$ cat config.mk
export PLATFORM = sky130hd
export DESIGN_NAME = lbicd_top
export DESIGN_NICKNAME = d
export VERILOG_FILES = /design/src/logic/lbicd_pkg.sv /design/src/logic/lbicd_icon_map.sv /design/src/logic/lbicd_top.sv
export VERILOG_INCLUDE_DIRS = /design/src /design/src/logic
export SDC_FILE = /design/constraint.sdc
export NUM_CORES = 1
export LEC_CHECK = 0
export BUFFER_PORTS_ARGS = -buffer_cell sky130_fd_sc_hd__buf_2
export CORE_ASPECT_RATIO = 2
export CORE_MARGIN = 1.5
export CORE_UTILIZATION = 53
export DETAILED_ROUTE_END_ITERATION = 7
export PLACE_DENSITY = 0.83
export SETUP_SLACK_MARGIN = 0.5
export SYNTH_ARGS = -nofsm -noshare
export SYNTH_HDL_FRONTEND = slang
export SYNTH_SLANG_ARGS = --single-unit
$ cat constraint.sdc
create_clock -name SYS_CLK -period 1.4 [get_ports SYS_CLK]
set_input_delay 0.21 -clock SYS_CLK [delete_from_list [all_inputs] [get_ports SYS_CLK]]
set_output_delay 0.21 -clock SYS_CLK [all_outputs]
set_load 0.02 [all_outputs]
$ cat src/logic/lbicd_cfg.svh
`ifndef LBICD_CFG_SVH
`define LBICD_CFG_SVH
// Instruction opcode fields
`define LBICD_ICON_CTL_OP 5'h01
`define LBICD_TEMP_OP 6'h04
`define LBICD_MULT_OP 6'h10
`define LBICD_BIAS_BIT 7
`define LBICD_BIAS_SEL_BIT 6
// Reset values and the reserved stage code
`define LBICD_TC_RST 2'h0
`define LBICD_STAGE_RST 2'h0
`define LBICD_BIAS_RST 6'h00
`define LBICD_STAGE_RSVD 2'h3
// Generator stage enables, thermometer coded
`define LBICD_STAGE_EN_ONE 3'h1
`define LBICD_STAGE_EN_TWO 3'h3
`define LBICD_STAGE_EN_THREE 3'h7
// Icon map geometry
`define LBICD_ODD_OFS 6'h20
`define LBICD_ROW18_OFS 6'h10
`define LBICD_ICONS_PER_ADDR 5
`endif

$ cat src/logic/lbicd_pkg.sv
package lbicd_pkg;
    typedef logic [1:0] lbicd_sel_t;
    typedef logic [5:0] lbicd_bias_t;
    typedef enum logic [1:0] {
        LBICD_TC0,
        LBICD_TC1,
        LBICD_TC2,
        LBICD_TC3
    } lbicd_tc_t;
endpackage

$ cat src/logic/lbicd_icon_map.sv
`timescale 1ns/1ps
`include "lbicd_cfg.svh"
// Maps an icon row/column to a pattern RAM address and bit; result registered
module lbicd_icon_map (
    input wire logic SYS_CLK,
    input wire logic RST_N,
    input wire logic [6:0] col_idx,
    input wire logic row18,
    input wire logic odd_phase,
    output logic [5:0] addr,
    output logic [2:0] bit_idx
);
    logic [5:0] addr_nxt;
    logic [2:0] bit_nxt;
    logic [6:0] grp;
    logic [6:0] rem;

    // Five columns per address, bit 4 holds the leftmost column
    always_comb begin
        grp = col_idx / 7'(`LBICD_ICONS_PER_ADDR);
        rem = col_idx - grp * 7'(`LBICD_ICONS_PER_ADDR);
        addr_nxt = grp[5:0];
        if (row18) begin
            addr_nxt = addr_nxt + `LBICD_ROW18_OFS;
        end
        if (odd_phase) begin
            addr_nxt = addr_nxt + `LBICD_ODD_OFS;
        end
        bit_nxt = 3'(`LBICD_ICONS_PER_ADDR - 1) - rem[2:0];
    end

    always_ff @(posedge SYS_CLK or negedge RST_N) begin
        if (!RST_N) begin
            addr <= 6'h00;
            bit_idx <= 3'h0;
        end else begin
            addr <= addr_nxt;
            bit_idx <= bit_nxt;
        end
    end
endmodule

$ cat src/logic/lbicd_top.sv
`timescale 1ns/1ps
`include "lbicd_cfg.svh"
module lbicd_top
    import lbicd_pkg::*;
(
    input wire logic SYS_CLK,
    input wire logic RST_N,
    input wire logic INSTR_WR,
    input wire logic REGISTER_SELECT,
    input wire logic READ_NWRITE,
    input wire logic [7:0] INSTR_DATA,
    input wire logic EXT_SET,
    input wire logic DISPLAY_ON,
    input wire logic POWER_DOWN,
    input wire logic CURSOR_BLINK_ON,
    input wire logic [6:0] ICON_COL,
    input wire logic ICON_ROW18,
    input wire logic [4:0] PATTERN_DATA,
    output logic [5:0] PATTERN_ADDR,
    output logic ICON_SEG,
    output logic ICON_ONLY_FLAG,
    output logic ICON_FLASH_ENABLE,
    output logic SUPPLY_PASSTHROUGH_FLAG,
    output logic BIAS_TO_SUPPLY,
    output lbicd_pkg::lbicd_tc_t TEMP_COEFF_SELECT,
    output logic [2:0] STAGE_ENABLE,
    output lbicd_pkg::lbicd_bias_t BIAS_FACTOR,
    output logic GEN_ENABLE
);
    import lbicd_pkg::*;

    logic icon_only_r, icon_only_nxt;
    logic flash_r, flash_nxt;
    logic pass_r, pass_nxt;
    lbicd_sel_t tc_r, tc_nxt;
    lbicd_sel_t stage_r, stage_nxt;
    lbicd_bias_t bias_char_r, bias_char_nxt;
    lbicd_bias_t bias_icon_r, bias_icon_nxt;
    logic ext_wr;
    logic [2:0] bit_idx;
    logic odd_phase;
    logic seg_r, seg_nxt;
    logic gen_r, gen_nxt;
    lbicd_bias_t bias_sel;
    lbicd_tc_t tc_out_r, tc_out_nxt;
    logic [2:0] stage_en_r, stage_en_nxt;
    lbicd_bias_t bias_out_r, bias_out_nxt;

    // Opcode matchers, shared by the decoder and its checks
    function automatic logic is_icon_ctl(input logic [7:0] d);
        return d[7:3] == `LBICD_ICON_CTL_OP;
    endfunction
    function automatic logic is_temp(input logic [7:0] d);
        return d[7:2] == `LBICD_TEMP_OP;
    endfunction
    function automatic logic is_mult(input logic [7:0] d);
        return d[7:2] == `LBICD_MULT_OP;
    endfunction

    // Stage count as a thermometer; code 11 never reaches the register
    function automatic logic [2:0] stage_therm(input lbicd_sel_t sel);
        logic [2:0] en;
        unique case (sel)
            2'h0: en = `LBICD_STAGE_EN_ONE;
            2'h1: en = `LBICD_STAGE_EN_TWO;
            2'h2: en = `LBICD_STAGE_EN_THREE;
            default: en = `LBICD_STAGE_EN_ONE;
        endcase
        return en;
    endfunction

    // Coefficient codes are not in binary order: 00,10,01,11 give 0..3
    function automatic lbicd_tc_t tc_order(input lbicd_sel_t sel);
        lbicd_tc_t tc;
        unique case (sel)
            2'h0: tc = LBICD_TC0;
            2'h2: tc = LBICD_TC1;
            2'h1: tc = LBICD_TC2;
            2'h3: tc = LBICD_TC3;
        endcase
        return tc;
    endfunction

    // Mode picks which of the two bias factors drives the generator
    function automatic lbicd_bias_t bias_pick(input logic icon_mode, input lbicd_bias_t char_val,
        input lbicd_bias_t icon_val);
        return icon_mode ? icon_val : char_val;
    endfunction

    // Only RS=0, R/W=0 writes in the extended set are candidates
    assign ext_wr = INSTR_WR && !REGISTER_SELECT && !READ_NWRITE && EXT_SET;

    // Instruction decode for the extended-set registers
    always_comb begin
        icon_only_nxt = icon_only_r;
        flash_nxt = flash_r;
        pass_nxt = pass_r;
        tc_nxt = tc_r;
        stage_nxt = stage_r;
        bias_char_nxt = bias_char_r;
        bias_icon_nxt = bias_icon_r;
        if (ext_wr) begin
            if (INSTR_DATA[`LBICD_BIAS_BIT]) begin
                // Bias write wins whole opcode space with bit 7 set
                if (INSTR_DATA[`LBICD_BIAS_SEL_BIT]) begin
                    bias_icon_nxt = INSTR_DATA[5:0];
                end else begin
                    bias_char_nxt = INSTR_DATA[5:0];
                end
            end else if (is_icon_ctl(INSTR_DATA)) begin
                icon_only_nxt = INSTR_DATA[2];
                flash_nxt = INSTR_DATA[1];
                pass_nxt = INSTR_DATA[0];
            end else if (is_temp(INSTR_DATA)) begin
                tc_nxt = INSTR_DATA[1:0];
            end else if (is_mult(INSTR_DATA)) begin
                // Reserved code would leave stages undefined, so ignore it
                if (INSTR_DATA[1:0] != `LBICD_STAGE_RSVD) begin
                    stage_nxt = INSTR_DATA[1:0];
                end
            end
        end
    end

    always_ff @(posedge SYS_CLK or negedge RST_N) begin
        if (!RST_N) begin
            icon_only_r <= 1'b0;
            flash_r <= 1'b0;
            pass_r <= 1'b0;
            tc_r <= `LBICD_TC_RST;
            stage_r <= `LBICD_STAGE_RST;
            bias_char_r <= `LBICD_BIAS_RST;
            bias_icon_r <= `LBICD_BIAS_RST;
        end else begin
            icon_only_r <= icon_only_nxt;
            flash_r <= flash_nxt;
            pass_r <= pass_nxt;
            tc_r <= tc_nxt;
            stage_r <= stage_nxt;
            bias_char_r <= bias_char_nxt;
            bias_icon_r <= bias_icon_nxt;
        end
    end

    // Odd phase is the cursor-off half, only when blinking
    assign odd_phase = flash_r && !CURSOR_BLINK_ON;

    lbicd_icon_map u_map (
        .SYS_CLK(SYS_CLK),
        .RST_N(RST_N),
        .col_idx(ICON_COL),
        .row18(ICON_ROW18),
        .odd_phase(odd_phase),
        .addr(PATTERN_ADDR),
        .bit_idx(bit_idx)
    );

    assign bias_sel = bias_pick(icon_only_r, bias_char_r, bias_icon_r);

    // Decoded outputs taken from next state, so they come from flops at no extra latency
    always_comb begin
        stage_en_nxt = stage_therm(stage_nxt);
        tc_out_nxt = tc_order(tc_nxt);
        bias_out_nxt = bias_pick(icon_only_nxt, bias_char_nxt, bias_icon_nxt);
    end

    always_ff @(posedge SYS_CLK or negedge RST_N) begin
        if (!RST_N) begin
            stage_en_r <= `LBICD_STAGE_EN_ONE;
            tc_out_r <= LBICD_TC0;
            bias_out_r <= `LBICD_BIAS_RST;
        end else begin
            stage_en_r <= stage_en_nxt;
            tc_out_r <= tc_out_nxt;
            bias_out_r <= bias_out_nxt;
        end
    end

    // Segment and generator enable, registered
    always_comb begin
        seg_nxt = PATTERN_DATA[bit_idx];
        gen_nxt = !pass_r && DISPLAY_ON && !POWER_DOWN
            && (bias_sel != `LBICD_BIAS_RST);
    end

    always_ff @(posedge SYS_CLK or negedge RST_N) begin
        if (!RST_N) begin
            seg_r <= 1'b0;
            gen_r <= 1'b0;
        end else begin
            seg_r <= seg_nxt;
            gen_r <= gen_nxt;
        end
    end

    assign STAGE_ENABLE = stage_en_r;
    assign TEMP_COEFF_SELECT = tc_out_r;
    assign ICON_SEG = seg_r;
    assign ICON_ONLY_FLAG = icon_only_r;
    assign ICON_FLASH_ENABLE = flash_r;
    assign SUPPLY_PASSTHROUGH_FLAG = pass_r;
    assign BIAS_TO_SUPPLY = pass_r;
    assign BIAS_FACTOR = bias_out_r;
    assign GEN_ENABLE = gen_r;
endmodule

==> summary.md, run 1 <==
| Metric | Value |
|---|---|
| DPL Wire Length | `4.44 mm` |
| Cell variety after synth | `55` |
| I/O pin cnt | `53` |
| Die X-Extent | `~48 µm` |
| Netlist Area Pre-Place | `2190 µm²` |
| EDFF count, synth | `0` |
| Syn_area_per_cell | `~11 µm²` |
| Placed insts | `approximately 330` |
| Cells after synthesis | `200` |
| CTS Buf Count | `5` |
| Fraction of registers with async set/reset | `1.00` |
| Starting density of the core | `0.563` |
| Sequential share of the synthesized area | `0.446` |
| Last stage | `5_1_grt` |
| Placer congestion estimate | `slightly above 0.9` |
| CTS sink count | `39` |
| Yosys top cell area share | `0.446` |
| GR Overflow Total | `about 140` |
| GRT worst endpoint | `u_map.bit_idx[2]$_DFF_PN0_/D` |
| Die height | `between 90 and 100 µm` |
| Error | `[ERROR GRT-0232] Routing congestion too high. Check the congestion heatmap in the GUI.` |
| Synth area leaders | `dfrtp_1 (45%), mux2_2 (8.8%), nand2_1 (2.9%), nor2_1 (2.9%), ha_1 (2.9%)` |
| Count leader, synth | `dfrtp_1` |
| Cell taking the most area after synthesis | `dfrtp_1` |
| Syn nets | `236` |
| Clk buf depth | `2` |
| PortBufs | `51` |
| Largest net degree at the start of global routing | `40` |
| Row count | `32` |
| Register bit total from synthesis | `39` |
| Pre-CTS setup slack | `-1.12 ns` |
| Top FF cell, synth | `dfrtp_1` |
| Post-synth top cells | `dfrtp_1 (39), mux2_2 (17), nand2_1 (17), nor2_1 (17), inv_1 (9)` |
| Status | `aborted with a tool error` |
| CTS root buf | `clkbuf_8` |
| Ys Warns | `0` |
| Worst endpoint type | `register input` |
| CTS H-Tree Depth | `2` |
| All-layer global routing usage | `0.731` |
==> metrics by stage <==
stage,utilization,cell area (µm²)
4_1_cts,0.891,3460
3_5_place_dp,0.730,2840
2_1_floorplan,-,2330
3_3_place_gp,0.730,2840
==> cell families after synthesis <==
logic type | synth area share
AO/OA/AOI/OAI | 0.136
XOR/XNOR | 0.0240
flip-flops | 0.446
adder cells (fa/ha/maj) | 0.0475
AND/OR/NAND/NOR | 0.171
multiplexers | 0.113
other | 0.00172
buffers and inverters | 0.0607
==> routing by layer <==
layer / GRT usage / GRT overflow
met1: 0.661 / 0
met2: 1.03 / 77
met3: 0.368 / 0
met4: 0.945 / 62
met5: 0 / 0
==> what timing repair did <==
| item | in CTS |
|---|---|
| hold buffers | 1 |
| endpoints found under the setup margin | 61 |
| pin swaps | 16 |
| resized for setup | 111 |
| hold endpoints to repair | 39 |
| setup buffers | 14 |
==> run 2, diff against run 1 <==
--- a/config.mk
+++ b/config.mk
@@ -7,12 +7,10 @@
 export NUM_CORES = 1
 export LEC_CHECK = 0
 export BUFFER_PORTS_ARGS = -buffer_cell sky130_fd_sc_hd__buf_2
-export CORE_ASPECT_RATIO = 2
 export CORE_MARGIN = 1.5
-export CORE_UTILIZATION = 53
+export CORE_UTILIZATION = 40
 export DETAILED_ROUTE_END_ITERATION = 7
-export PLACE_DENSITY = 0.83
-export SETUP_SLACK_MARGIN = 0.5
+export PLACE_DENSITY_LB_ADDON = 0.15
 export SYNTH_ARGS = -nofsm -noshare
 export SYNTH_HDL_FRONTEND = slang
 export SYNTH_SLANG_ARGS = --single-unit
==> run 2 against run 1 <==
Net effect: the flow now finishes, with violations (setup timing); area after synthesis unchanged; synthesized cell count unchanged.
==> summary.md, run 2 <==
| Metric | Value |
|---|---|
| Final Non-Filler Cells | `approximately 380` |
| Pre-antenna DRT Iters | `4` |
| Placer congestion estimate | `0.850 (-7.2%)` |
| Most frequent cells in the layout | `buf_4 (48), buf_2 (43), dfrtp_1 (39)` |
| Placement Cell Area | `2840 µm² (+0.26%)` |
| Top FF cell, synth | `dfrtp_1` |
| R2r setup slk | `about 0.10 ns` |
| Critical R2R Launch | `ICON_ONLY_FLAG` |
| Clk_lat worst skew | `between 0.2 and 0.3 ns` |
| Vias post-DR | `approximately 1900` |
| Routed wire length per instance | `around 14 µm` |
| I/O pin cnt | `53 (unchanged)` |
| Met2 GRT Util | `0.326` |
| All-layer global routing usage | `0.180` |
| Cell variety after synth | `55 (unchanged)` |
| Share of cells above drive strength 1 | `0.554` |
| GR peak layer | `met2` |
| M1 GR Usage | `0.211` |
| Critical path, cell by cell | `buf_8, and2b_2, or3b_1, a21oi_2, a2111oi_4, maj3_2, nand2b_1, nand2_2, ha_4, ha_2, xnor2_2, xnor2_1` |
| CP top delay family | `simple AND/OR/NAND/NOR gates` |
| Final instance area | `3260 µm²` |
| Clock Skews | `0.00934 ns` |
| Largest stage delay, worst path | `0.36 ns` |
| Pwr per Cell Area | `~1000 nW/µm²` |
| CTS sink count | `39 (unchanged)` |
| Ys Warns | `0 (unchanged)` |
| DPL Wire Length | `3.75 mm (-16%)` |
| Clk buf depth | `2 (unchanged)` |
| CP Class | `in -> reg` |
| Crit path buf inv count | `1` |
| Sequential share of the synthesized area | `0.446 (unchanged)` |
| EDFF count, synth | `0 (unchanged)` |
| CP Data Arrival Time | `2.21 ns` |
| GR Overflow Total | `0` |
| Syn_area_per_cell | `10.9 µm² (unchanged)` |
| Setup crit start kind | `primary input` |
| Via/cell ratio | `4.97` |
| Fraction of registers with async set/reset | `1.00 (unchanged)` |
| Pre-CTS setup slack | `-1.04 ns (+0.0784 ns)` |
| Clk slew on worst S/H paths | `about 0.08 ns` |
| Placed insts | `356 (+6.6%)` |
| Worst VDD drop | `around 0.47 mV` |
| Hold Path Origin | `ICON_ROW18` |
| ANT nets after route | `0` |
| Core ar. | `~5200 µm²` |
| Crit. End Element | `register` |
| CP Max Fanout | `5` |
| Cell taking the most area after synthesis | `dfrtp_1` |
| Vias in the first global route | `between 1500 and 2000` |
| Clock tree from TritonCTS | `built` |
| Status | `complete, but fails checks` |
| Maxcap violations | `0` |
| Overall Power | `between 3 and 4 mW` |
| Hold Path Stages | `2` |
| Area delta synth->final | `49.2%` |
| Antenna diode count | `0` |
| Die X-Extent | `76.9 µm (+59%)` |
| Tcrit/Tclk final | `1.45` |
| Post-synth top cells | `dfrtp_1 (39), mux2_2 (17), nand2_1 (17), nor2_1 (17), inv_1 (9)` |
| Failing checks | `setup timing` |
| Post-route worst setup slack | `-0.628 ns` |
| Die height | `76.9 µm (-18%)` |
| Worst path slowest cell | `or3b_1` |
| PortBufs | `51 (unchanged)` |
| Slew Viols, Final | `0` |
| Final Core Density | `0.630` |
| Syn nets | `236 (unchanged)` |
| CTS H-Tree Depth | `2 (unchanged)` |
| FF-to-FF path depth | `6` |
| CTS root buf | `clkbuf_8` |
| Setup violators final | `4` |
| Largest net degree at the start of global routing | `40` |
| Initial antenna violation count | `0` |
| Req. time, crit path | `between 1.5 and 2 ns` |
| Remaining DRCs | `0` |
| Yosys top cell area share | `0.446 (unchanged)` |
| Cells after synthesis | `200 (unchanged)` |
| M3 GR Usage | `0.0381` |
| CTS Buf Count | `5 (unchanged)` |
| Starting density of the core | `0.423 (-0.140)` |
| RSZ-0062 raised after global routing | `yes` |
| Initial DRC count | `between 70 and 80` |
| Hold endpoint | `u_map.addr[4]` |
| Routed WL | `slightly above 5 mm` |
| Die area | `5920 µm²` |
| Final Hold Fails | `0` |
| Leading cell type in the layout, fill and taps excluded | `buf_4` |
| Final Net Count | `340` |
| Worst hold-check path type | `in -> reg` |
| Synth area leaders | `dfrtp_1 (45%), mux2_2 (8.8%), nand2_1 (2.9%), nor2_1 (2.9%), ha_1 (2.9%)` |
| Minimum clock period | `approximately 2 ns` |
| Register bit total from synthesis | `39 (unchanged)` |
| Count leader, synth | `dfrtp_1` |
| Cell leakage power | `1.58 nW` |
| First-pass GRT wire length | `8.50 mm` |
| Row count | `26 (-19%)` |
| Netlist Area Pre-Place | `2190 µm² (unchanged)` |
| R2r endpoint | `BIAS_FACTOR[2]` |
| Fmax | `about 490 MHz` |
## run 2: worst max path at each step
stage / startpoint / endpoint / slack [ns] / cells past startpoint
finish: ICON_COL[2] / u_map.bit_idx[2] / -0.63 / 12
floorplan: ICON_COL[2] / u_map.bit_idx[2] / -0.77 / 11
CTS: ICON_COL[4] / u_map.bit_idx[2] / -0.61 / 11
global route: ICON_COL[4] / u_map.bit_idx[2] / -0.71 / 11
global placement: ICON_COL[3] / u_map.bit_idx[2] / -0.96 / 10
detailed placement: ICON_COL[3] / u_map.bit_idx[2] / -1.04 / 10
## run 2: per-layer routing
| layer | up-vias | wire length [µm] |
|---|---|---|
| met5 | - | 0 |
| met4 | 0 | 60 |
| met3 | 6 | 244 |
| met2 | 44 | 2690 |
| met1 | 880 | 2130 |
| li1 | 934 | - |
## run 2: through the flow
stage / setup TNS (ns) / hold slack [ns]
finish: -1.40 / 0.145
global route: -2.09 / 0.153
CTS: -1.36 / 0.143
detailed placement: -8.39 / 0.297
global placement: -8.12 / 0.293
floorplan: -3.01 / -0.0856
## run 2: worst register-to-register path: stages, from the launching register on
cell	delay (ns)
dfrtp_1	0.41
mux2i_4	0.25
inv_4	0.12
nand2_4	0.10
o221ai_2	0.08
o21a_1	0.11
a31oi_1	0.14
## run 2: logic make-up (layout without fill, tap and decap cells)
group                      after synthesis  count (layout)  share of synthesized area
AOI/OAI and AO/OA                       40              40                      0.136
muxes                                   20              20                      0.113
xor gates and xnor gates                 6               6                     0.0240
buffers and inverters                   21             126                     0.0607
and+or+nand+nor                         65              65                      0.171
adders and majority gates                8               8                     0.0475
DFF                                     39              39                      0.446
other                                    1               1                    0.00172
## run 2: final cells by class
type                            count  area [µm²]
Clock buffer                        6        72.6
Clock inverter                      2        60.1
Fill cell                         443        1910
Inverter                           10        40.0
Multi-Input combinational cell    140        1240
Sequential cell                    39         976
Tap cell                           70        87.6
Timing Repair Buffer              108         787
## run 2: power breakdown
group	switching (mW)	internal [mW]	total, mW	leakage (nW)
sequential	0.107	1.30	1.41	0.502
combinational	0.434	0.458	0.892	1.01
clock	0.391	0.712	1.10	0.0654
## run 2: timing repair
item,CTS,global route
setup buffers,8,2
endpoints found under the hold margin,39,0
pin swaps,9,6
resized for setup,25,16
hold buffers,1,0
gates cloned,0,0
endpoints found under the setup margin,5,14
(Power assumes the default switching activity.)
